## src/mcc_pkg.sv

```systemverilog
// package for the misc clock configuration register block
package mcc_pkg;
    localparam logic [11:0] MISC_SETTINGS_OFS = 12'h000;
    localparam logic [11:0] STATUS_OFS = 12'h004;
    localparam logic [31:0] MISC_RESET = 32'h0085_0010;
    localparam logic [31:0] MISC_WMASK = 32'h03ff_c0db;
    localparam int REF_SEL_BIT = 25;
    localparam int BOOT_EVT_BIT = 24;
    localparam int RATE_LSB = 19;
    localparam int RATE_W = 5;
    localparam int DLY_LSB = 16;
    localparam int DLY_W = 3;
    localparam int START_LSB = 14;
    localparam int SYNC_BIT = 7;
    localparam int PRI_BIT = 6;
    localparam int MODE_LSB = 3;
    localparam logic [4:0] RATE_MAX = 5'h14;
    localparam logic [4:0] RATE_RESET = 5'h10;
    localparam logic [2:0] DLY_MAX = 3'h6;
    localparam logic [1:0] START_WAIT = 2'h0;
    localparam logic [1:0] START_FREE = 2'h2;
    localparam logic [1:0] MODE_PRI = 2'h0;
    localparam logic [1:0] MODE_BAK = 2'h1;
    localparam logic [1:0] MODE_AUTO = 2'h2;
    localparam logic [2:0] GPIO_XTAL_FUNC = 3'h6;
    localparam int CLK_HZ = 200_000_000;
    localparam int TICK_HZ = 1_000_000;
    localparam int TICK_CYC = CLK_HZ / TICK_HZ;
    localparam int MS_TICKS = 1000;
    localparam logic [1:0] RESP_OKAY = 2'h0;
    localparam logic [1:0] RESP_SLVERR = 2'h2;
    typedef struct packed {
        logic refOrig;
        logic bootEvt;
        logic [4:0] rate;
        logic [2:0] dly;
        logic [1:0] startup;
        logic sscSync;
        logic xtalPri;
        logic [1:0] xtalMode;
    } mcc_cfg_t;
    typedef enum logic [2:0] {
        DCD_IDLE = 3'b001,
        DCD_WAIT = 3'b010,
        DCD_SLOW = 3'b100
    } mcc_dcd_t;
endpackage
```

## src/mcc_misc_config.sv

```systemverilog
// misc clock configuration register and the logic its fields steer
// Operation
// RL1 - bit25 clear: calibration uses resampled reference
// RL2 - bit25 set: calibration uses original reference
// RL3 - bit24 set: events latch during boot
// RL4 - bit24 clear: events latch only after boot
// RL5 - slow filter ticks at 1MHz over 2^rate
// RL6 - rate 0..20, reset 0x10, shared by all dividers
// RL7 - start delay none..100s after accelerated calibration
// RL8 - startup 0: outputs wait for pll lock
// RL9 - startup 2: outputs ignore pll lock
// RL10 - sync bit aligns spreader 1 to spreader 0
// RL11 - priority bit picks preferred valid crystal
// RL12 - mode field forces primary, backup or auto
// RL13 - auto uses loss, short-term monitors and gpio
// RL14 - reserved bits read zero, writes ignored
//
// The implementer's own choices: the placing of the registers and the AXI4-Lite register port.
`timescale 1ns/1ps
module mcc_misc_config #(
    parameter int TICK_CYCLES = mcc_pkg::TICK_CYC,
    parameter int MS_LEN = mcc_pkg::MS_TICKS
) (
    input wire logic sys_clk,
    input wire logic rstn,
    input wire logic [11:0] s_axi_awaddr,
    input wire logic s_axi_awvalid,
    output logic s_axi_awready,
    input wire logic [31:0] s_axi_wdata,
    input wire logic [3:0] s_axi_wstrb,
    input wire logic s_axi_wvalid,
    output logic s_axi_wready,
    output logic [1:0] s_axi_bresp,
    output logic s_axi_bvalid,
    input wire logic s_axi_bready,
    input wire logic [11:0] s_axi_araddr,
    input wire logic s_axi_arvalid,
    output logic s_axi_arready,
    output logic [31:0] s_axi_rdata,
    output logic [1:0] s_axi_rresp,
    output logic s_axi_rvalid,
    input wire logic s_axi_rready,
    input wire logic refResampled,
    input wire logic refOriginal,
    input wire logic bootDone,
    input wire logic eventIn,
    input wire logic eventClear,
    input wire logic accelCalDone,
    input wire logic dcdSlowEnable,
    input wire logic analogPllLock,
    input wire logic sscSameFreq,
    input wire logic [1:0] xtalLos,
    input wire logic [1:0] xtalStOk,
    input wire logic [2:0] gpioFunc,
    input wire logic gpioXtalSel,
    output logic calRefClk,
    output logic eventLatched,
    output logic dcdUpdatePulse,
    output logic dcdSlowActive,
    output logic outputsEnable,
    output logic sscAlign,
    output logic xtalSelect,
    output logic [mcc_pkg::RATE_W-1:0] fodSlowRate
);
    logic [31:0] regQ;
    mcc_pkg::mcc_cfg_t cfg;
    assign cfg.refOrig = regQ[mcc_pkg::REF_SEL_BIT];
    assign cfg.bootEvt = regQ[mcc_pkg::BOOT_EVT_BIT];
    assign cfg.rate = regQ[mcc_pkg::RATE_LSB +: mcc_pkg::RATE_W];
    assign cfg.dly = regQ[mcc_pkg::DLY_LSB +: mcc_pkg::DLY_W];
    assign cfg.startup = regQ[mcc_pkg::START_LSB +: 2];
    assign cfg.sscSync = regQ[mcc_pkg::SYNC_BIT];
    assign cfg.xtalPri = regQ[mcc_pkg::PRI_BIT];
    assign cfg.xtalMode = regQ[mcc_pkg::MODE_LSB +: 2];

    // write channel: address and data accepted in either order
    logic awHeldQ, wHeldQ, bvalidQ;
    logic [11:0] awAddrQ;
    logic [31:0] wDataQ;
    logic [3:0] wStrbQ;
    assign s_axi_awready = !awHeldQ && !bvalidQ;
    assign s_axi_wready = !wHeldQ && !bvalidQ;
    wire awTake = s_axi_awvalid && s_axi_awready;
    wire wTake = s_axi_wvalid && s_axi_wready;
    wire awHave = awHeldQ || awTake;
    wire wHave = wHeldQ || wTake;
    wire [11:0] wrAddr = awHeldQ ? awAddrQ : s_axi_awaddr;
    wire [31:0] wrData = wHeldQ ? wDataQ : s_axi_wdata;
    wire [3:0] wrStrb = wHeldQ ? wStrbQ : s_axi_wstrb;
    wire doWrite = awHave && wHave && !bvalidQ;
    wire wrHit = (wrAddr == mcc_pkg::MISC_SETTINGS_OFS);

    function automatic logic [31:0] strbMask(input logic [3:0] s);
        strbMask = {{8{s[3]}}, {8{s[2]}}, {8{s[1]}}, {8{s[0]}}};
    endfunction

    wire [31:0] laneMask = strbMask(wrStrb) & mcc_pkg::MISC_WMASK;
    wire [31:0] merged = (regQ & ~laneMask) | (wrData & laneMask);
    wire [4:0] newRate = merged[mcc_pkg::RATE_LSB +: mcc_pkg::RATE_W];
    wire [2:0] newDly = merged[mcc_pkg::DLY_LSB +: mcc_pkg::DLY_W];
    wire [1:0] newStart = merged[mcc_pkg::START_LSB +: 2];
    wire [1:0] newMode = merged[mcc_pkg::MODE_LSB +: 2];
    // out-of-range codes keep the old field value
    wire [31:0] regD = {merged[31:24],
        (newRate > mcc_pkg::RATE_MAX) ? cfg.rate : newRate, // [RL6]
        (newDly > mcc_pkg::DLY_MAX) ? cfg.dly : newDly,
        (newStart == mcc_pkg::START_WAIT || newStart == mcc_pkg::START_FREE)
            ? newStart : cfg.startup,
        merged[13:5],
        (newMode > mcc_pkg::MODE_AUTO) ? cfg.xtalMode : newMode,
        merged[2:0]};

    always_ff @(posedge sys_clk or negedge rstn) begin
        if (!rstn) begin
            regQ <= mcc_pkg::MISC_RESET; // [RL6] [RL12]
        end else if (doWrite && wrHit) begin
            regQ <= regD & mcc_pkg::MISC_WMASK; // [RL14]
        end
    end

    always_ff @(posedge sys_clk or negedge rstn) begin
        if (!rstn) begin
            awHeldQ <= 1'b0;
            wHeldQ <= 1'b0;
            bvalidQ <= 1'b0;
            awAddrQ <= 12'h000;
            wDataQ <= 32'h0000_0000;
            wStrbQ <= 4'h0;
            s_axi_bresp <= mcc_pkg::RESP_OKAY;
        end else begin
            if (awTake) begin
                awAddrQ <= s_axi_awaddr;
            end
            if (wTake) begin
                wDataQ <= s_axi_wdata;
                wStrbQ <= s_axi_wstrb;
            end
            awHeldQ <= awHave && !doWrite;
            wHeldQ <= wHave && !doWrite;
            if (doWrite) begin
                bvalidQ <= 1'b1;
                s_axi_bresp <= wrHit ? mcc_pkg::RESP_OKAY : mcc_pkg::RESP_SLVERR;
            end else if (s_axi_bready) begin
                bvalidQ <= 1'b0;
            end
        end
    end
    assign s_axi_bvalid = bvalidQ;

    // read channel
    logic rvalidQ;
    assign s_axi_arready = !rvalidQ;
    wire arTake = s_axi_arvalid && s_axi_arready;
    wire [31:0] statusWord = {24'h00_0000, fodSlowRate[0], xtalSelect, sscAlign,
        outputsEnable, dcdSlowActive, eventLatched, calRefClk, bootDone};
    always_ff @(posedge sys_clk or negedge rstn) begin
        if (!rstn) begin
            rvalidQ <= 1'b0;
            s_axi_rdata <= 32'h0000_0000;
            s_axi_rresp <= mcc_pkg::RESP_OKAY;
        end else if (arTake) begin
            rvalidQ <= 1'b1;
            if (s_axi_araddr == mcc_pkg::MISC_SETTINGS_OFS) begin
                s_axi_rdata <= regQ;
                s_axi_rresp <= mcc_pkg::RESP_OKAY;
            end else if (s_axi_araddr == mcc_pkg::STATUS_OFS) begin
                s_axi_rdata <= statusWord;
                s_axi_rresp <= mcc_pkg::RESP_OKAY;
            end else begin
                s_axi_rdata <= 32'h0000_0000;
                s_axi_rresp <= mcc_pkg::RESP_SLVERR;
            end
        end else if (s_axi_rready) begin
            rvalidQ <= 1'b0;
        end
    end
    assign s_axi_rvalid = rvalidQ;

    // reference select is a plain mux; clocks are glitch-prone, kept simple
    assign calRefClk = cfg.refOrig ? refOriginal : refResampled; // [RL1] [RL2]

    // event latch gated by boot state; set wins over clear
    wire latchAllowed = bootDone || cfg.bootEvt; // [RL3] [RL4]
    logic evtQ;
    always_ff @(posedge sys_clk or negedge rstn) begin
        if (!rstn) begin
            evtQ <= 1'b0;
        end else if (eventIn && latchAllowed) begin
            evtQ <= 1'b1;
        end else if (eventClear) begin
            evtQ <= 1'b0;
        end
    end
    assign eventLatched = evtQ;

    // 1 MHz base tick then divide by 2^rate
    logic [7:0] preQ;
    logic [19:0] rateCntQ;
    logic [31:0] msCntQ;
    wire usTick = (preQ == 8'(TICK_CYCLES - 1));
    wire [19:0] rateLimit = 20'((21'h1 << cfg.rate) - 21'h1);
    wire rateTick = usTick && (rateCntQ >= rateLimit);
    always_ff @(posedge sys_clk or negedge rstn) begin
        if (!rstn) begin
            preQ <= 8'h00;
            rateCntQ <= 20'h0_0000;
            dcdUpdatePulse <= 1'b0;
        end else begin
            preQ <= usTick ? 8'h00 : preQ + 8'h01;
            if (usTick) begin
                rateCntQ <= rateTick ? 20'h0_0000 : rateCntQ + 20'h0_0001;
            end
            dcdUpdatePulse <= rateTick && dcdSlowActive; // [RL5]
        end
    end
    assign fodSlowRate = cfg.rate; // [RL6]

    // slow-start delay: 10^(code-1) ms
    function automatic logic [31:0] delayMs(input logic [2:0] c);
        case (c)
            3'h1: delayMs = 32'd1;
            3'h2: delayMs = 32'd10;
            3'h3: delayMs = 32'd100;
            3'h4: delayMs = 32'd1000;
            3'h5: delayMs = 32'd10000;
            3'h6: delayMs = 32'd100000;
            default: delayMs = 32'd0;
        endcase
    endfunction
    wire [31:0] delayUs = delayMs(cfg.dly) * 32'(MS_LEN);
    mcc_pkg::mcc_dcd_t dcdQ;
    always_ff @(posedge sys_clk or negedge rstn) begin
        if (!rstn) begin
            dcdQ <= mcc_pkg::DCD_IDLE;
            msCntQ <= 32'h0000_0000;
        end else if (!dcdSlowEnable) begin
            dcdQ <= mcc_pkg::DCD_IDLE;
            msCntQ <= 32'h0000_0000;
        end else begin
            case (dcdQ)
                mcc_pkg::DCD_IDLE: begin
                    msCntQ <= 32'h0000_0000;
                    if (accelCalDone) begin
                        dcdQ <= (delayUs == 32'h0) ? mcc_pkg::DCD_SLOW : mcc_pkg::DCD_WAIT;
                    end
                end
                mcc_pkg::DCD_WAIT: begin
                    if (usTick) begin
                        msCntQ <= msCntQ + 32'h1;
                    end
                    if (msCntQ >= delayUs) begin
                        dcdQ <= mcc_pkg::DCD_SLOW; // [RL7]
                    end
                end
                mcc_pkg::DCD_SLOW: dcdQ <= mcc_pkg::DCD_SLOW;
                default: dcdQ <= mcc_pkg::DCD_IDLE;
            endcase
        end
    end
    assign dcdSlowActive = (dcdQ == mcc_pkg::DCD_SLOW);

    // startup gating of outputs, and spreader alignment
    assign outputsEnable = (cfg.startup == mcc_pkg::START_FREE) || analogPllLock; // [RL8] [RL9]
    assign sscAlign = cfg.sscSync && sscSameFreq; // [RL10]

    // crystal choice; automatic choice is made while boot runs, then held until the chosen crystal goes invalid or gpio mode is selected
    wire [1:0] xtalValid = ~xtalLos & xtalStOk;
    wire gpioMode = (gpioFunc == mcc_pkg::GPIO_XTAL_FUNC);
    wire autoPick = gpioMode ? gpioXtalSel : // [RL13]
        (&xtalValid) ? cfg.xtalPri : // [RL11]
        xtalValid[1] && !xtalValid[0];
    logic autoQ;
    always_ff @(posedge sys_clk or negedge rstn) begin
        if (!rstn) begin
            autoQ <= 1'b0;
        end else if (!bootDone || !xtalValid[autoQ] || gpioMode) begin
            autoQ <= autoPick; // [RL13]
        end
    end
    assign xtalSelect = (cfg.xtalMode == mcc_pkg::MODE_PRI) ? 1'b0 : // [RL12]
        (cfg.xtalMode == mcc_pkg::MODE_BAK) ? 1'b1 : autoQ;

    // checks
    property p_reserved;
        @(posedge sys_clk) disable iff (!rstn) (regQ & ~mcc_pkg::MISC_WMASK) == 32'h0;
    endproperty
    reserved_zero_a: assert property (p_reserved) else $error("reserved bits set"); // [RL14]
    rate_range_a: assert property (@(posedge sys_clk) disable iff (!rstn) // [RL6]
        cfg.rate <= mcc_pkg::RATE_MAX) else $error("rate out of range");
    boot_block_a: assert property (@(posedge sys_clk) disable iff (!rstn) // [RL4]
        !bootDone && !cfg.bootEvt && !evtQ |=> !evtQ) else $error("event latched in boot");
    boot_allow_a: assert property (@(posedge sys_clk) disable iff (!rstn) // [RL3]
        eventIn && cfg.bootEvt |=> evtQ) else $error("event lost");
    ref_sel_a: assert property (@(posedge sys_clk) disable iff (!rstn) // [RL1]
        !regQ[mcc_pkg::REF_SEL_BIT] |-> calRefClk == refResampled) else $error("ref mux");
    ref_orig_a: assert property (@(posedge sys_clk) disable iff (!rstn) // [RL2]
        regQ[mcc_pkg::REF_SEL_BIT] |-> calRefClk == refOriginal) else $error("orig ref mux");
    out_gate_a: assert property (@(posedge sys_clk) disable iff (!rstn) // [RL8]
        cfg.startup == mcc_pkg::START_WAIT && !analogPllLock |-> !outputsEnable)
        else $error("outputs before lock");
    out_free_a: assert property (@(posedge sys_clk) disable iff (!rstn) // [RL9]
        cfg.startup == mcc_pkg::START_FREE |-> outputsEnable) else $error("outputs gated");
    ssc_align_a: assert property (@(posedge sys_clk) disable iff (!rstn) // [RL10]
        !cfg.sscSync |-> !sscAlign) else $error("spreader aligned");
    xtal_force_a: assert property (@(posedge sys_clk) disable iff (!rstn) // [RL12]
        cfg.xtalMode == mcc_pkg::MODE_BAK |-> xtalSelect) else $error("force backup");
    xtal_pri_a: assert property (@(posedge sys_clk) disable iff (!rstn) // [RL11]
        !bootDone && !gpioMode && (&xtalValid) |=> autoQ == $past(cfg.xtalPri))
        else $error("priority");
    dcd_pulse_a: assert property (@(posedge sys_clk) disable iff (!rstn) // [RL5]
        dcdUpdatePulse |-> dcdSlowActive || $past(dcdSlowActive)) else $error("pulse");
    dcd_nodelay_a: assert property (@(posedge sys_clk) disable iff (!rstn) // [RL7]
        dcdSlowEnable && dcdQ == mcc_pkg::DCD_IDLE && accelCalDone && cfg.dly == 3'h0
        ##1 dcdSlowEnable |-> dcdSlowActive) else $error("no-delay start");
endmodule // mcc_misc_config

```

## config.mk

```make
export PLATFORM = sky130hd
export DESIGN_NAME = mcc_misc_config
export DESIGN_NICKNAME = d
export VERILOG_FILES = /design/src/mcc_pkg.sv /design/src/mcc_misc_config.sv
export SDC_FILE = /design/constraint.sdc
export NUM_CORES = 1
export LEC_CHECK = 0
export BUFFER_PORTS_ARGS = -buffer_cell sky130_fd_sc_hd__buf_2
export CAP_MARGIN = 0
export CORE_MARGIN = 4
export CORE_UTILIZATION = 25
export DETAILED_ROUTE_END_ITERATION = 8
export HOLD_SLACK_MARGIN = 0.06
export PLACE_DENSITY = 0.47
export SYNTH_ARGS = -nofsm -noshare
export SYNTH_HDL_FRONTEND = slang
export SYNTH_SLANG_ARGS = --single-unit
```

## constraint.sdc

```tcl
create_clock -name sys_clk -period 17.3 [get_ports sys_clk]
set_clock_uncertainty 0.05 [all_clocks]
set_input_delay 0.865 -clock sys_clk [delete_from_list [all_inputs] [get_ports sys_clk]]
set_output_delay 0.865 -clock sys_clk [all_outputs]
set_load 0.02 [all_outputs]
```

### After elaboration in Yosys (flattened, before gate mapping)

Cells that the tools add are included.
Widths: inputs -> output; s select.

* flip-flop bits (word level): 166
* bits of input ports: 84
* logic and storage cells: 139

* add/sub/neg operators: 4
* $mul: 1
* order comparisons: 6
* equality and inequality tests: 19
* shifts and indexed selects: 1
* mux-type cells: 32
* bitwise gates (word level): 9
* reductions and logical operators: 45

Operators by type and width (count)
* $pmux 17 s6: 1
* $mux 32: 2
* $pmux 32 s2: 1
* $and 26x26->26: 2
* $mux 26: 2
* $add 32x1->32 const B: 1
* $ge 32x32->1: 1
* $logic_not 32->1: 1
* $mul 32x7->29 const B: 1
* $not 26->26: 1
* $or 26x26->26: 1
* $logic_not 12->1: 2
* $add 20x1->20 const B: 1
* $ge 20x20->1: 1
* $mux 20: 1
* $shl 1x5->20 const A: 1
* $sub 20x1->20 const B: 1
* $mux 8: 2
* $eq 3x3->1 const B: 5
* $logic_and 1x1->1: 15
* $reduce_and 2->1: 7
* $mux 1: 13
* $eq 12x3->1 const B: 1
* $mux 12: 1
* 23 further kinds: 52

### Longest topological paths before layout

Gate-level depths: netlist of run 1.

* word-level depth: 8
* mapped depth: 33

### Worst setup path after synthesis of run 1

Ideal clock, no wire load.

* kind: reg2reg
* start: reg regQ[18]
* end: reg dcdQ[2]
* arrival: 8.197 ns
* path slack: 8.931 ns
* cell stages (with the launch flop): 32
* period minus slack after synthesis: 8.369 ns
* cell sequence: dfstp_2 -> clkbuf_1 -> inv_1 -> nor3_1 -> inv_1 -> ha_1 -> nand2_1 -> nand2_1 -> inv_1 -> nor2_1 -> inv_1 -> fa_1 -> inv_1 -> fa_1 -> fa_1 -> inv_1 -> fa_1 -> ha_1 -> clkbuf_1 -> nand3_1 -> nor4b_1 -> nor4b_1 -> o41ai_1 -> xor2_1 -> inv_1 -> ha_1 -> and4_1 -> nor4b_1 -> a2111o_1 -> a2111o_1 -> o211a_1 -> o2bb2ai_1

* word-level cells in the longest chain between the ends: 8
* elaborated cells between the ends (all ways): 16
* those cells by class: mul (1); order compare (1); eq/ne (7); mux (5); reduce/logical (2)

Ends and longest elaborated chain
* from (decl): line mcc_misc_config.sv:65 `logic [31:0] regQ;`
* from (signal assigned): line mcc_misc_config.sv:115 `regQ <= mcc_pkg::MISC_RESET;`
* from (signal assigned): line mcc_misc_config.sv:117 `regQ <= regD & mcc_pkg::MISC_WMASK;`
* $eq 3x3->1 (tied with other cells): line mcc_misc_config.sv:220 `case (c)`
* $pmux 17 s6 *: line mcc_misc_config.sv:220
* $mul 32x7->29 *: line mcc_misc_config.sv:230 `wire [31:0] delayUs = delayMs(cfg.dly) * 32'(MS_LEN);`
* parallel branches: the longest is 5 deep, another holds $ge 32x32->1
* to (signal assigned): line mcc_misc_config.sv:234 `dcdQ <= mcc_pkg::DCD_IDLE;`
* to (signal assigned): line mcc_misc_config.sv:237 `dcdQ <= mcc_pkg::DCD_IDLE;`
* to (signal assigned): line mcc_misc_config.sv:244 `dcdQ <= (delayUs == 32'h0) ? mcc_pkg::DCD_SLOW : mcc_pkg::DCD_WAIT;`
* to (decl): line mcc_misc_config.sv:231 `mcc_pkg::mcc_dcd_t dcdQ;`

Mark *: on every way between the ends. The select of a mux whose other input is x is not followed.
A chain may end at the register's enable or synchronous reset.

### Worst setup path after layout of run 1

* start: reg regQ[17]
* end: reg dcdQ[2]

The elaborated chain is that of the path after synthesis.

==> metrics, run 1 <==
routability cong.=0.770; Final Setup Violations=0; vias per inst=4.66; largest family of logic cells by synthesized area=simple AND/OR/NAND/NOR gates; part of the Yosys area used for sequential elements=0.343; Clock Tree Buf Depth=2; post-synthesis adder-cell area fraction=0.169; DP Area=0.0115 mm^2; mean routed wirelength per cell=14.8 um; drt first pass iters=5; Max VDD drop=0.0704 mV; hold wc startpoint=preQ[0]$_DFF_PN0_; period utilization=0.539; die height=213 um; top-area cell type share of the netlist area=0.331; worst-skew pair later-pin latency=0.42 ns; hold buffers post-CTS=0; final core occ=0.294; Synth Instances=1138; Root Buffer=clkbuf_16; CTS tree=built; Die Span X=213 um; dpl ws=7.95 ns; Max stage delay cell, worst path=dfrtp_1; CP required=17.59 ns; synth top area cells=dfrtp_1 (33%), ha_1 (12%), fa_1 (5.1%); Min Clock Period, post-route=9.33 ns; dominant cell type by area after synthesis=dfrtp_1; final hold vios=0; Routed Antenna Nets=0; kind of cell adding the most delay to the critical path=adder cells; # resized after CTS=0; critical path class=flop to flop; Synth Area in XOR/XNOR=0.0533; final number of max-transition violations=0; CTS Sinks=144; status=completed; vias in the first global route=8144; Synth cell types=66; synthesis warning total=0; cell area after synthesis=0.0105 mm^2; Primary FF master, synth=dfrtp_1; antenna violations before repair=8; gr ovfl total=0; crit-path max FO=12; CP dominant cell by count=inv_1; GRT Overall Usage=0.117; number of flops mapped to enable cells by yosys=0; CP peak stage delay=0.61 ns; CP Launch Type=flop; IO Port Bufs=108; post-CTS setup buffer count=0; Worst Path Buf+Inv=7; cts bufs inserted=17; die area=0.0454 mm^2; Final Cell Area=0.0121 mm^2; via count=8242; endpoint type of the worst setup path=flop; core area=0.0412 mm^2; fillers=4354; reg-to-reg startpoint=regQ[17]$_DFFE_PN0P_; largest net degree at the start of global routing=79; post-synthesis mux area share=0.0668; I/O pin count=137; hold crit path type=flop to flop; Fmax achieved=0.107 GHz; Total Wirelength=26200 um; clock slew at reported path FFs=0.06 ns; share of cells above drive strength 1=0.164; Post-synth ARST share=1.00; Final Worst Setup Slack=7.97 ns; #FFs+latches synth=144; P per Cell Area=84.5 mW/mm^2; initial DRC count=363; detailed-route DRC error count=0; unrepaired setup endpoints after global routing=false; Post-Synth Simple-Gate Area=0.187; Synth Area in Compound Gates=0.127; Setup TNS=0 ns; P_leak=0.00570 uW; Initial Util=0.255; Arr. time, crit path=9.62 ns; Relative slew margins=0.252; Max-cap violations=0; Area Overhead vs Synth=15.2%; count of nets after finishing=1433; Worst-Margin Slew=1.12 ns; htree depth=4; std cell rows=74; hold_ws=0.420 ns; first-pass GRT wire length=43400 um; Detailed Place HPWL=20400 um; Worst Setup SP=regQ[17]$_DFFE_PN0P_; Mapped Avg Cell Area=9.25 um^2; antenna cell count=0
cells in the final DEF, fill, tap and decap left out, types with 6 or more instances in the layout:
cell type	instances
or3_1	12
inv_1	67
dfrtp_1	139
ha_1	99
a21o_1	13
a22o_1	13
a21oi_1	69
and2_1	7
nor2b_1	14
a31oi_1	7
mux2_2	42
buf_2	107
nor4_1	10
and3_1	12
conb_1	16
inv_8	6
fa_1	27
nand2b_1	10
xnor2_1	27
nand3_1	46
nand4_1	15
o21ai_0	45
o31ai_1	6
o21a_1	10
clkbuf_16	17
nor2_1	117
mux2i_1	23
xor2_1	37
nand2_1	101
nor3_1	22
a211o_1	7
metrics by stage:
| stage | power [uW] | std cells |
|---|---|---|
| after global routing | 1090 | 1768 |
| after CTS | 1040 | 1768 |
| after global placement | 656 | 1736 |
| after floorplan | 596 | 1152 |
| final | 1020 | 1768 |
| after detailed placement | 659 | 1736 |
sequential cells by signal (all words and copies together) (netlist names), 3 cells and up, named ones only:
name / count
msCntQ: 32
rateCntQ: 20
s_axi_rdata: 20
wDataQ: 18
awAddrQ: 12
regQ: 11
preQ: 8
wStrbQ: 4
dcdQ: 3
routing by layer:
metal  GRT usage  vias up  part of all wire
li1            -     4145                 -
met1       0.164     3941              0.48
met2       0.191      116              0.47
met3      0.0260       28             0.040
met4      0.0196       12            0.0073
met5           0        -            0.0034
cell type report:
type,instances,area [um^2],share of cell area
Clock buffer,18,439,0.0362
Multi-Input combinational cell,879,6410,0.528
Timing Repair Buffer,113,584,0.0482
Clock inverter,14,164,0.0135
Sequential cell,144,3610,0.298
Tap cell,532,666,0.0549
Inverter,68,255,0.0211
cells in the mapped netlist, types with 5 or more instances:
cell	number
xnor2_1	27
and3_1	12
a31oi_1	7
a21o_1	13
buf_4	19
a21oi_1	69
ha_1	99
fa_1	27
o22a_1	5
o21a_1	10
mux2_2	42
a211o_1	7
nor4b_1	5
dfstp_2	5
clkbuf_1	38
nand2_1	101
nor2_1	117
mux2i_1	23
o31ai_1	6
inv_1	67
dfrtp_1	139
nand4_1	15
nor4_1	10
nor2b_1	14
nand2b_1	10
nand3_1	46
and2_1	7
nor3_1	23
o21ai_0	45
xor2_1	37
a22o_1	13
or3_1	12
worst reg2reg max path, delay by kind of cell (launching register included):
family	cells	cell delay, ns
buffers and inverters	7	1.27
AND/OR/NAND/NOR	9	2.62
flip-flops	1	0.61
AO/OA/AOI/OAI	6	1.32
XOR/XNOR	1	0.23
adder cells (fa/ha/maj)	7	3.14
path summary, 6_finish.rpt:
| path | to | slack [ns] | depth (start not counted) |
|---|---|---|---|
| setup reg to reg | dcdQ[2]$_DFFE_PN0P_ | 7.97 | 30 |
| min in group asynchronous | rateCntQ[16]$_DFFE_PN0N_ | 0.44 | 1 |
| hold / removal | preQ[0]$_DFF_PN0_ | 0.42 | 1 |
| max in group asynchronous | preQ[5]$_DFF_PN0_ | 15.40 | 2 |
| setup / recovery | dcdQ[2]$_DFFE_PN0P_ | 7.97 | 30 |
| hold reg to reg | preQ[0]$_DFF_PN0_ | 0.42 | 1 |
cells by family (layout without fill, tap and decap cells):
logic type	count (synthesis)	count (layout)
AND/OR/NAND/NOR	400	400
AO/OA/AOI/OAI	208	208
flip-flops	144	144
buffers and inverters	129	213
adder cells (fa/ha/maj)	126	126
multiplexers	65	65
XOR/XNOR	64	64
other	2	16
power breakdown:
part | switching [uW] | internal, uW | total, uW
clock network | 165 | 210 | 375
logic | 126 | 109 | 234
registers | 29.1 | 386 | 415
(Power assumes the default switching activity.)
==> run 2: changes to the inputs <==
--- a/config.mk
+++ b/config.mk
@@ -5,6 +5,7 @@
 export SDC_FILE = /design/constraint.sdc
 export NUM_CORES = 1
 export LEC_CHECK = 0
+export ABC_AREA = 1
 export BUFFER_PORTS_ARGS = -buffer_cell sky130_fd_sc_hd__buf_2
 export CAP_MARGIN = 0
 export CORE_MARGIN = 4
==> constraint.sdc (replaced) <==
create_clock -name sys_clk -period 9.5 [get_ports sys_clk]
set_clock_uncertainty 0.05 [all_clocks]
set_input_delay 0.475 -clock sys_clk [delete_from_list [all_inputs] [get_ports sys_clk]]
set_output_delay 0.475 -clock sys_clk [all_outputs]
set_load 0.02 [all_outputs]
==> metrics, run 2 <==
top-area cell type share of the netlist area=0.302 (was 0.331); Clock Power Share=0.336 (was 0.366); DP Area=0.0127 mm^2 (was 0.0115 mm^2); Regs by FF count=msCntQ: 32 flops, rateCntQ: 20 flops, s_axi_rdata: 20 flops (unchanged); Sw Pwr=699 uW (was 320 uW); flop2flop setup slack=1.75 ns (was 7.97 ns); I/O pin count=137 (unchanged); hold buffers post-CTS=0 (unchanged); # resized after CTS=0 (unchanged); Arr. time, crit path=8.05 ns (was 9.62 ns); Clock Tree Buf Depth=2 (unchanged); initial DRC count=562 (was 363); Worst-Margin Slew=0.891 ns (was 1.12 ns); Routed Antenna Nets=0 (unchanged); Max VDD drop=0.138 mV (was 0.0704 mV); Post-synth ARST share=1.00 (unchanged); IO Port Bufs=108 (unchanged); final hold vios=0 (unchanged); Mapped Avg Cell Area=7.45 um^2 (was 9.25 um^2); FF-to-FF End=dcdQ[2]$_DFFE_PN0P_ (unchanged); multi-input logic area=0.00672 mm^2 (was 0.00641 mm^2); Detailed Place HPWL=24700 um (was 20400 um); Reg power frac=0.389 (was 0.405); share of cells above drive strength 1=0.123 (was 0.164); post-CTS setup buffer count=0 (unchanged); period utilization=0.816 (was 0.539); CTS tree=built (unchanged); antenna cell count=0 (unchanged); dominant cell type by area after synthesis=dfrtp_1 (unchanged); Fmax achieved=0.129 GHz (was 0.107 GHz); Root Buffer=clkbuf_16 (unchanged); GRT Overall Usage=0.126 (was 0.117); largest net degree at the start of global routing=87 (was 79); final number of max-transition violations=0 (unchanged); std cell rows=78 (was 74); Die Span X=223 um (was 213 um); count of nets after finishing=1858 (was 1433); Max stage delay cell, worst path=dfrtp_1 (unchanged); P_leak=0.00662 uW (was 0.00570 uW); Final Setup Violations=0 (unchanged); vias in the first global route=9860 (was 8144); P per Cell Area=150 mW/mm^2 (was 84.5 mW/mm^2); most frequent cells after synthesis=nand2_1 (344), inv_1 (251), nor2_1 (143) (was dfrtp_1 (139), nor2_1 (117), nand2_1 (101)); fillers=5025 (was 4354); die height=223 um (was 213 um); unrepaired setup endpoints after global routing=false (unchanged); #FFs+latches synth=144 (unchanged); CP Launch Type=flop (unchanged); CP peak stage delay=0.54 ns (was 0.61 ns); synthesis warning total=0 (unchanged); Min Clock Period, post-route=7.75 ns (was 9.33 ns); first-pass GRT wire length=51300 um (was 43400 um); detailed-route DRC error count=0 (unchanged); number of flops mapped to enable cells by yosys=0 (unchanged); routability cong.=0.820 (was 0.770); Biggest register=msCntQ (unchanged); worst-skew pair later-pin latency=0.44 ns (was 0.42 ns); endpoint type of the worst setup path=flop (unchanged); via count=9956 (was 8242); Initial Util=0.254 (was 0.255); crit-path max FO=9 (was 12); mean routed wirelength per cell=13.8 um (was 14.8 um); Final Cell Area=0.0132 mm^2 (was 0.0121 mm^2); part of the power in combinational logic=0.275 (was 0.229); cell area after synthesis=0.0115 mm^2 (was 0.0105 mm^2); status=completed (unchanged); Net Sw Frac=0.353 (was 0.312); r2r worst-path depth=37 (was 30); Synth Instances=1549 (was 1138); CP required=9.80 ns (was 17.59 ns); hold_ws=0.0187 ns (was 0.420 ns); most frequent cells in the layout=nand2_1 (344), inv_1 (251), nor2_1 (143), dfrtp_1 (139) (was dfrtp_1 (139), nor2_1 (117), buf_2 (107), nand2_1 (101), ha_1 (99)); cts bufs inserted=17 (unchanged); antenna violations before repair=1 (was 8); Total Wirelength=31200 um (was 26200 um); most common cell in the netlist=nand2_1 (was dfrtp_1); Synth cell types=59 (was 66); clock slew at reported path FFs=0.06 ns (about the same); vias per inst=4.40 (was 4.66); drt first pass iters=5 (unchanged); part of the Yosys area used for sequential elements=0.313 (was 0.343); hold crit path type=input port to asynchronous set/reset pin (was flop to flop); critical path class=flop to flop (unchanged); reg-to-reg startpoint=regQ[17]$_DFFE_PN0P_ (unchanged); Area Overhead vs Synth=14.7% (was 15.2%); Relative slew margins=0.406 (was 0.252); htree depth=4 (unchanged); die area=0.0496 mm^2 (was 0.0454 mm^2); core area=0.0455 mm^2 (was 0.0412 mm^2); gr ovfl total=0 (unchanged); Primary FF master, synth=dfrtp_1 (unchanged); CTS Sinks=144 (unchanged); Max-cap violations=0 (unchanged); synth top area cells=dfrtp_1 (30%), nand2_1 (11%), ha_1 (11%) (was dfrtp_1 (33%), ha_1 (12%), fa_1 (5.1%)); FF+latch area=0.00361 mm^2 (unchanged); commonest non-fill, non-tap cell in the layout=nand2_1 (was dfrtp_1); max reg flops=32 (unchanged); P_int=1280 uW (was 704 uW); CP dominant cell by count=nor2_1 (was inv_1); Setup TNS=0 ns (unchanged)
run 2: changes by cell type in the layout (fill, tap and decap cells not counted), moves of 15 or more:
cell | before | now
nand4_1 | 15 | 31
o211ai_1 | 1 | 16
nand3_1 | 46 | 65
o21ai_0 | 45 | 107
mux2_2 | 42 | 9
nand2_1 | 101 | 344
inv_1 | 67 | 251
xnor2_1 | 27 | 11
mux2i_1 | 23 | 1
nor3_1 | 22 | 46
nor2_1 | 117 | 143
run 2: metrics by stage:
step	std cells	setup slack [ns]	utilization	power [uW]
after floorplan	1563	2.33	-	1180
after global placement	2229	1.78	0.278	1330
after detailed placement	2229	1.75	0.278	1340
after CTS	2261	1.71	0.291	2020
after global routing	2261	1.17	0.291	2130
final	2261	1.75	0.291	1980
run 2: routing by layer:
| layer | vias up | global-route usage | share of wire |
|---|---|---|---|
| met5 | - | 0 | 0.00042 |
| met4 | 2 | 0.0306 | 0.014 |
| met3 | 28 | 0.0196 | 0.026 |
| met2 | 109 | 0.211 | 0.48 |
| met1 | 4640 | 0.172 | 0.48 |
| li1 | 5177 | - | - |
run 2: layout make-up:
class                   count  area share
inverters                 259      0.0740
repair buffers            114      0.0447
well taps                 600      0.0567
flip-flops and latches    144       0.273
multi-input cells        1112       0.508
clock inverters             9     0.00842
clock buffers              23      0.0354
run 2: how the worst max path moves through the flow:
stage                         start                   to
6_report       regQ[17]$_DFFE_PN0P_  dcdQ[2]$_DFFE_PN0P_
5_1_grt        regQ[17]$_DFFE_PN0P_  dcdQ[2]$_DFFE_PN0P_
4_1_cts        regQ[17]$_DFFE_PN0P_  dcdQ[2]$_DFFE_PN0P_
3_5_place_dp   regQ[17]$_DFFE_PN0P_  dcdQ[2]$_DFFE_PN0P_
3_3_place_gp   regQ[17]$_DFFE_PN0P_  dcdQ[2]$_DFFE_PN0P_
2_1_floorplan  regQ[16]$_DFFE_PN1P_  dcdQ[2]$_DFFE_PN0P_
run 2: power by group through the flow:
stage | sequential, uW | clock, uW | combinational (uW)
floorplan | 754 | 0 | 430
global placement | 779 | 0 | 549
detailed placement | 781 | 0 | 555
CTS | 771 | 691 | 558
global route | 783 | 716 | 634
finish | 771 | 667 | 545
run 2: critical path, delay by kind of cell, from the launching register on:
kind	cells	cell delay, ns
AOI/OAI and AO/OA	2	0.33
DFF	1	0.54
and+or+nand+nor	19	2.41
buffers and inverters	9	1.24
adders and majority gates	7	3.08
run 2: cells by family after synthesis:
| group | synth area share |
|---|---|
| AOI/OAI and AO/OA | 0.108 |
| xor gates and xnor gates | 0.0395 |
| adders and majority gates | 0.154 |
| buffers and inverters | 0.109 |
| DFF | 0.313 |
| muxes | 0.00965 |
| other | 0.000651 |
| and+or+nand+nor | 0.266 |
==> run 3: changes to the inputs <==
==> constraint.sdc (replaced) <==
create_clock -name sys_clk -period 7.7 [get_ports sys_clk]
set_clock_uncertainty 0.05 [all_clocks]
set_input_delay 0.385 -clock sys_clk [delete_from_list [all_inputs] [get_ports sys_clk]]
set_output_delay 0.385 -clock sys_clk [all_outputs]
set_load 0.02 [all_outputs]
==> metrics, run 3 (same netlist as run 2, synthesis figures left out) <==
dpl ws=0.676 ns (was 1.75 ns); via count=10.0k (was 9956); CP peak stage delay=0.63 ns (was 0.54 ns); Initial Util=0.254 (unchanged); vias per inst=4.42 (was 4.40); hold crit path type=input port to flop (was input port to asynchronous set/reset pin); CTS Sinks=144 (unchanged); Biggest register=msCntQ (unchanged); Fmax achieved=0.145 GHz (was 0.129 GHz); die height=223 um (unchanged); P_int=1550 uW (was 1280 uW); P_leak=0.00666 uW (was 0.00662 uW); largest net degree at the start of global routing=84 (was 87); IO Port Bufs=108 (unchanged); most frequent cells in the layout=nand2_1 (344), inv_1 (250), nor2_1 (143), dfrtp_1 (139) (was nand2_1 (344), inv_1 (251), nor2_1 (143), dfrtp_1 (139)); Die Span X=223 um (unchanged); CP Launch Type=flop (unchanged); Clock Tree Buf Depth=2 (unchanged); drt first pass iters=5 (unchanged); critical path class=flop to flop (unchanged); final hold vios=0 (unchanged); endpoint type of the worst setup path=flop (unchanged); Final Cell Area=0.0133 mm^2 (was 0.0132 mm^2); GRT Overall Usage=0.127 (was 0.126); Final Worst Setup Slack=0.805 ns (was 1.75 ns); die area=0.0496 mm^2 (unchanged); Min Clock Period, post-route=6.89 ns (was 7.75 ns); Net Sw Frac=0.367 (was 0.353); mean routed wirelength per cell=13.7 um (was 13.8 um); Max VDD drop=0.155 mV (was 0.138 mV); part of the power in combinational logic=0.275 (about the same); Relative slew margins=0.279 (was 0.406); Setup TNS=0 ns (unchanged); vias in the first global route=9951 (was 9860); Detailed Place HPWL=24900 um (was 24700 um); worst-skew pair later-pin latency=0.44 ns (about the same); share of cells above drive strength 1=0.128 (was 0.123); crit-path max FO=9 (unchanged); Max stage delay cell, worst path=dfstp_2 (was dfrtp_1); routability cong.=0.834 (was 0.820); Reg power frac=0.389 (about the same); max reg flops=32 (unchanged); detailed-route DRC error count=0 (unchanged); std cell rows=78 (unchanged); clock slew at reported path FFs=0.07 ns (was 0.06 ns); CTS tree=built (unchanged); Regs by FF count=msCntQ: 32 flops, rateCntQ: 20 flops, s_axi_rdata: 20 flops (unchanged); cts bufs inserted=17 (unchanged); htree depth=4 (unchanged); commonest non-fill, non-tap cell in the layout=nand2_1 (unchanged); status=completed (unchanged); Final Setup Violations=0 (unchanged); Total Wirelength=31100 um (was 31200 um); Root Buffer=clkbuf_16 (unchanged); core area=0.0455 mm^2 (unchanged); antenna cell count=0 (unchanged); Clock Power Share=0.336 (about the same); CP required=8.01 ns (was 9.80 ns); hold_ws=0.142 ns (was 0.0187 ns); Max-cap violations=0 (unchanged); Routed Antenna Nets=0 (unchanged); Sw Pwr=897 uW (was 699 uW); final number of max-transition violations=0 (unchanged); first-pass GRT wire length=51700 um (was 51300 um); Area Overhead vs Synth=15.3% (was 14.7%); initial DRC count=513 (was 562); unrepaired setup endpoints after global routing=false (unchanged); Worst-Margin Slew=1.08 ns (was 0.891 ns); I/O pin count=137 (unchanged); period utilization=0.895 (was 0.816); gr ovfl total=0 (unchanged); DP Area=0.0127 mm^2 (about the same); P per Cell Area=184 mW/mm^2 (was 150 mW/mm^2); antenna violations before repair=1 (unchanged); Arr. time, crit path=7.20 ns (was 8.05 ns); count of nets after finishing=1866 (was 1858); CP dominant cell by count=nor2_1 (unchanged)
==> run 3: final cells by class <==
type,instances,area (um^2)
sequential,144,3610
clock inverter,15,151
timing repair buffer,122,664
tap,600,751
clock buffer,17,425
fill,5025,32200
multi-input combinational,1112,6720
inverter,259,980
==> run 3: repair_timing <==
item,in CTS,in global routing
buffers inserted,0,0
endpoints found under the setup margin,0,1
hold buffers,5,0
gates resized for setup,0,1
endpoints found under the hold margin,64,0
==> run 3: stage by stage <==
stage          std cells  power, uW  utilization
3_5_place_dp        2232       1650        0.279
3_3_place_gp        2232       1640        0.279
6_report            2269       2440        0.292
4_1_cts             2269       2500        0.292
5_1_grt             2269       2630        0.292
2_1_floorplan       1563       1460            -
==> run 3: path summary, 6_finish.rpt <==
kind / to / cells past startpoint / from / slack, ns
worst max-delay path: dcdQ[2]$_DFFE_PN0P_ / 36 / regQ[18]$_DFFE_PN1P_ / 0.81
worst min-delay path: awAddrQ[9]$_DFFE_PN0P_ / 2 / s_axi_awaddr[9] / 0.14
worst max register to register: dcdQ[2]$_DFFE_PN0P_ / 36 / regQ[18]$_DFFE_PN1P_ / 0.81
worst min register to register: preQ[0]$_DFF_PN0_ / 1 / preQ[0]$_DFF_PN0_ / 0.41
max in group asynchronous: awAddrQ[1]$_DFFE_PN0P_ / 3 / rstn / 5.60
min in group asynchronous: rateCntQ[6]$_DFFE_PN0N_ / 2 / rstn / 0.44
==> run 3: power groups by stage <==
stage	Sequential [uW]	Combinational [uW]	Clock [uW]
finish	950	673	821
global route	965	781	881
CTS	950	690	855
detailed placement	963	684	0
global placement	960	677	0
floorplan	930	531	0
==> run 3: critical path: cells and delay by family, from the launching register on <==
| family | cells | cell delay (ns) |
|---|---|---|
| AOI/OAI and AO/OA | 2 | 0.30 |
| buffers and inverters | 8 | 0.80 |
| DFF | 1 | 0.63 |
| adders and majority gates | 7 | 2.80 |
| and+or+nand+nor | 19 | 2.21 |
==> run 3: routing by layer <==
layer / part of all wire / global-route usage / vias to the layer above
li1: - / - / 5203
met3: 0.023 / 0.0190 / 32
met1: 0.47 / 0.168 / 4692
met4: 0.017 / 0.0334 / 2
met5: 0.00039 / 0 / -
met2: 0.49 / 0.216 / 105
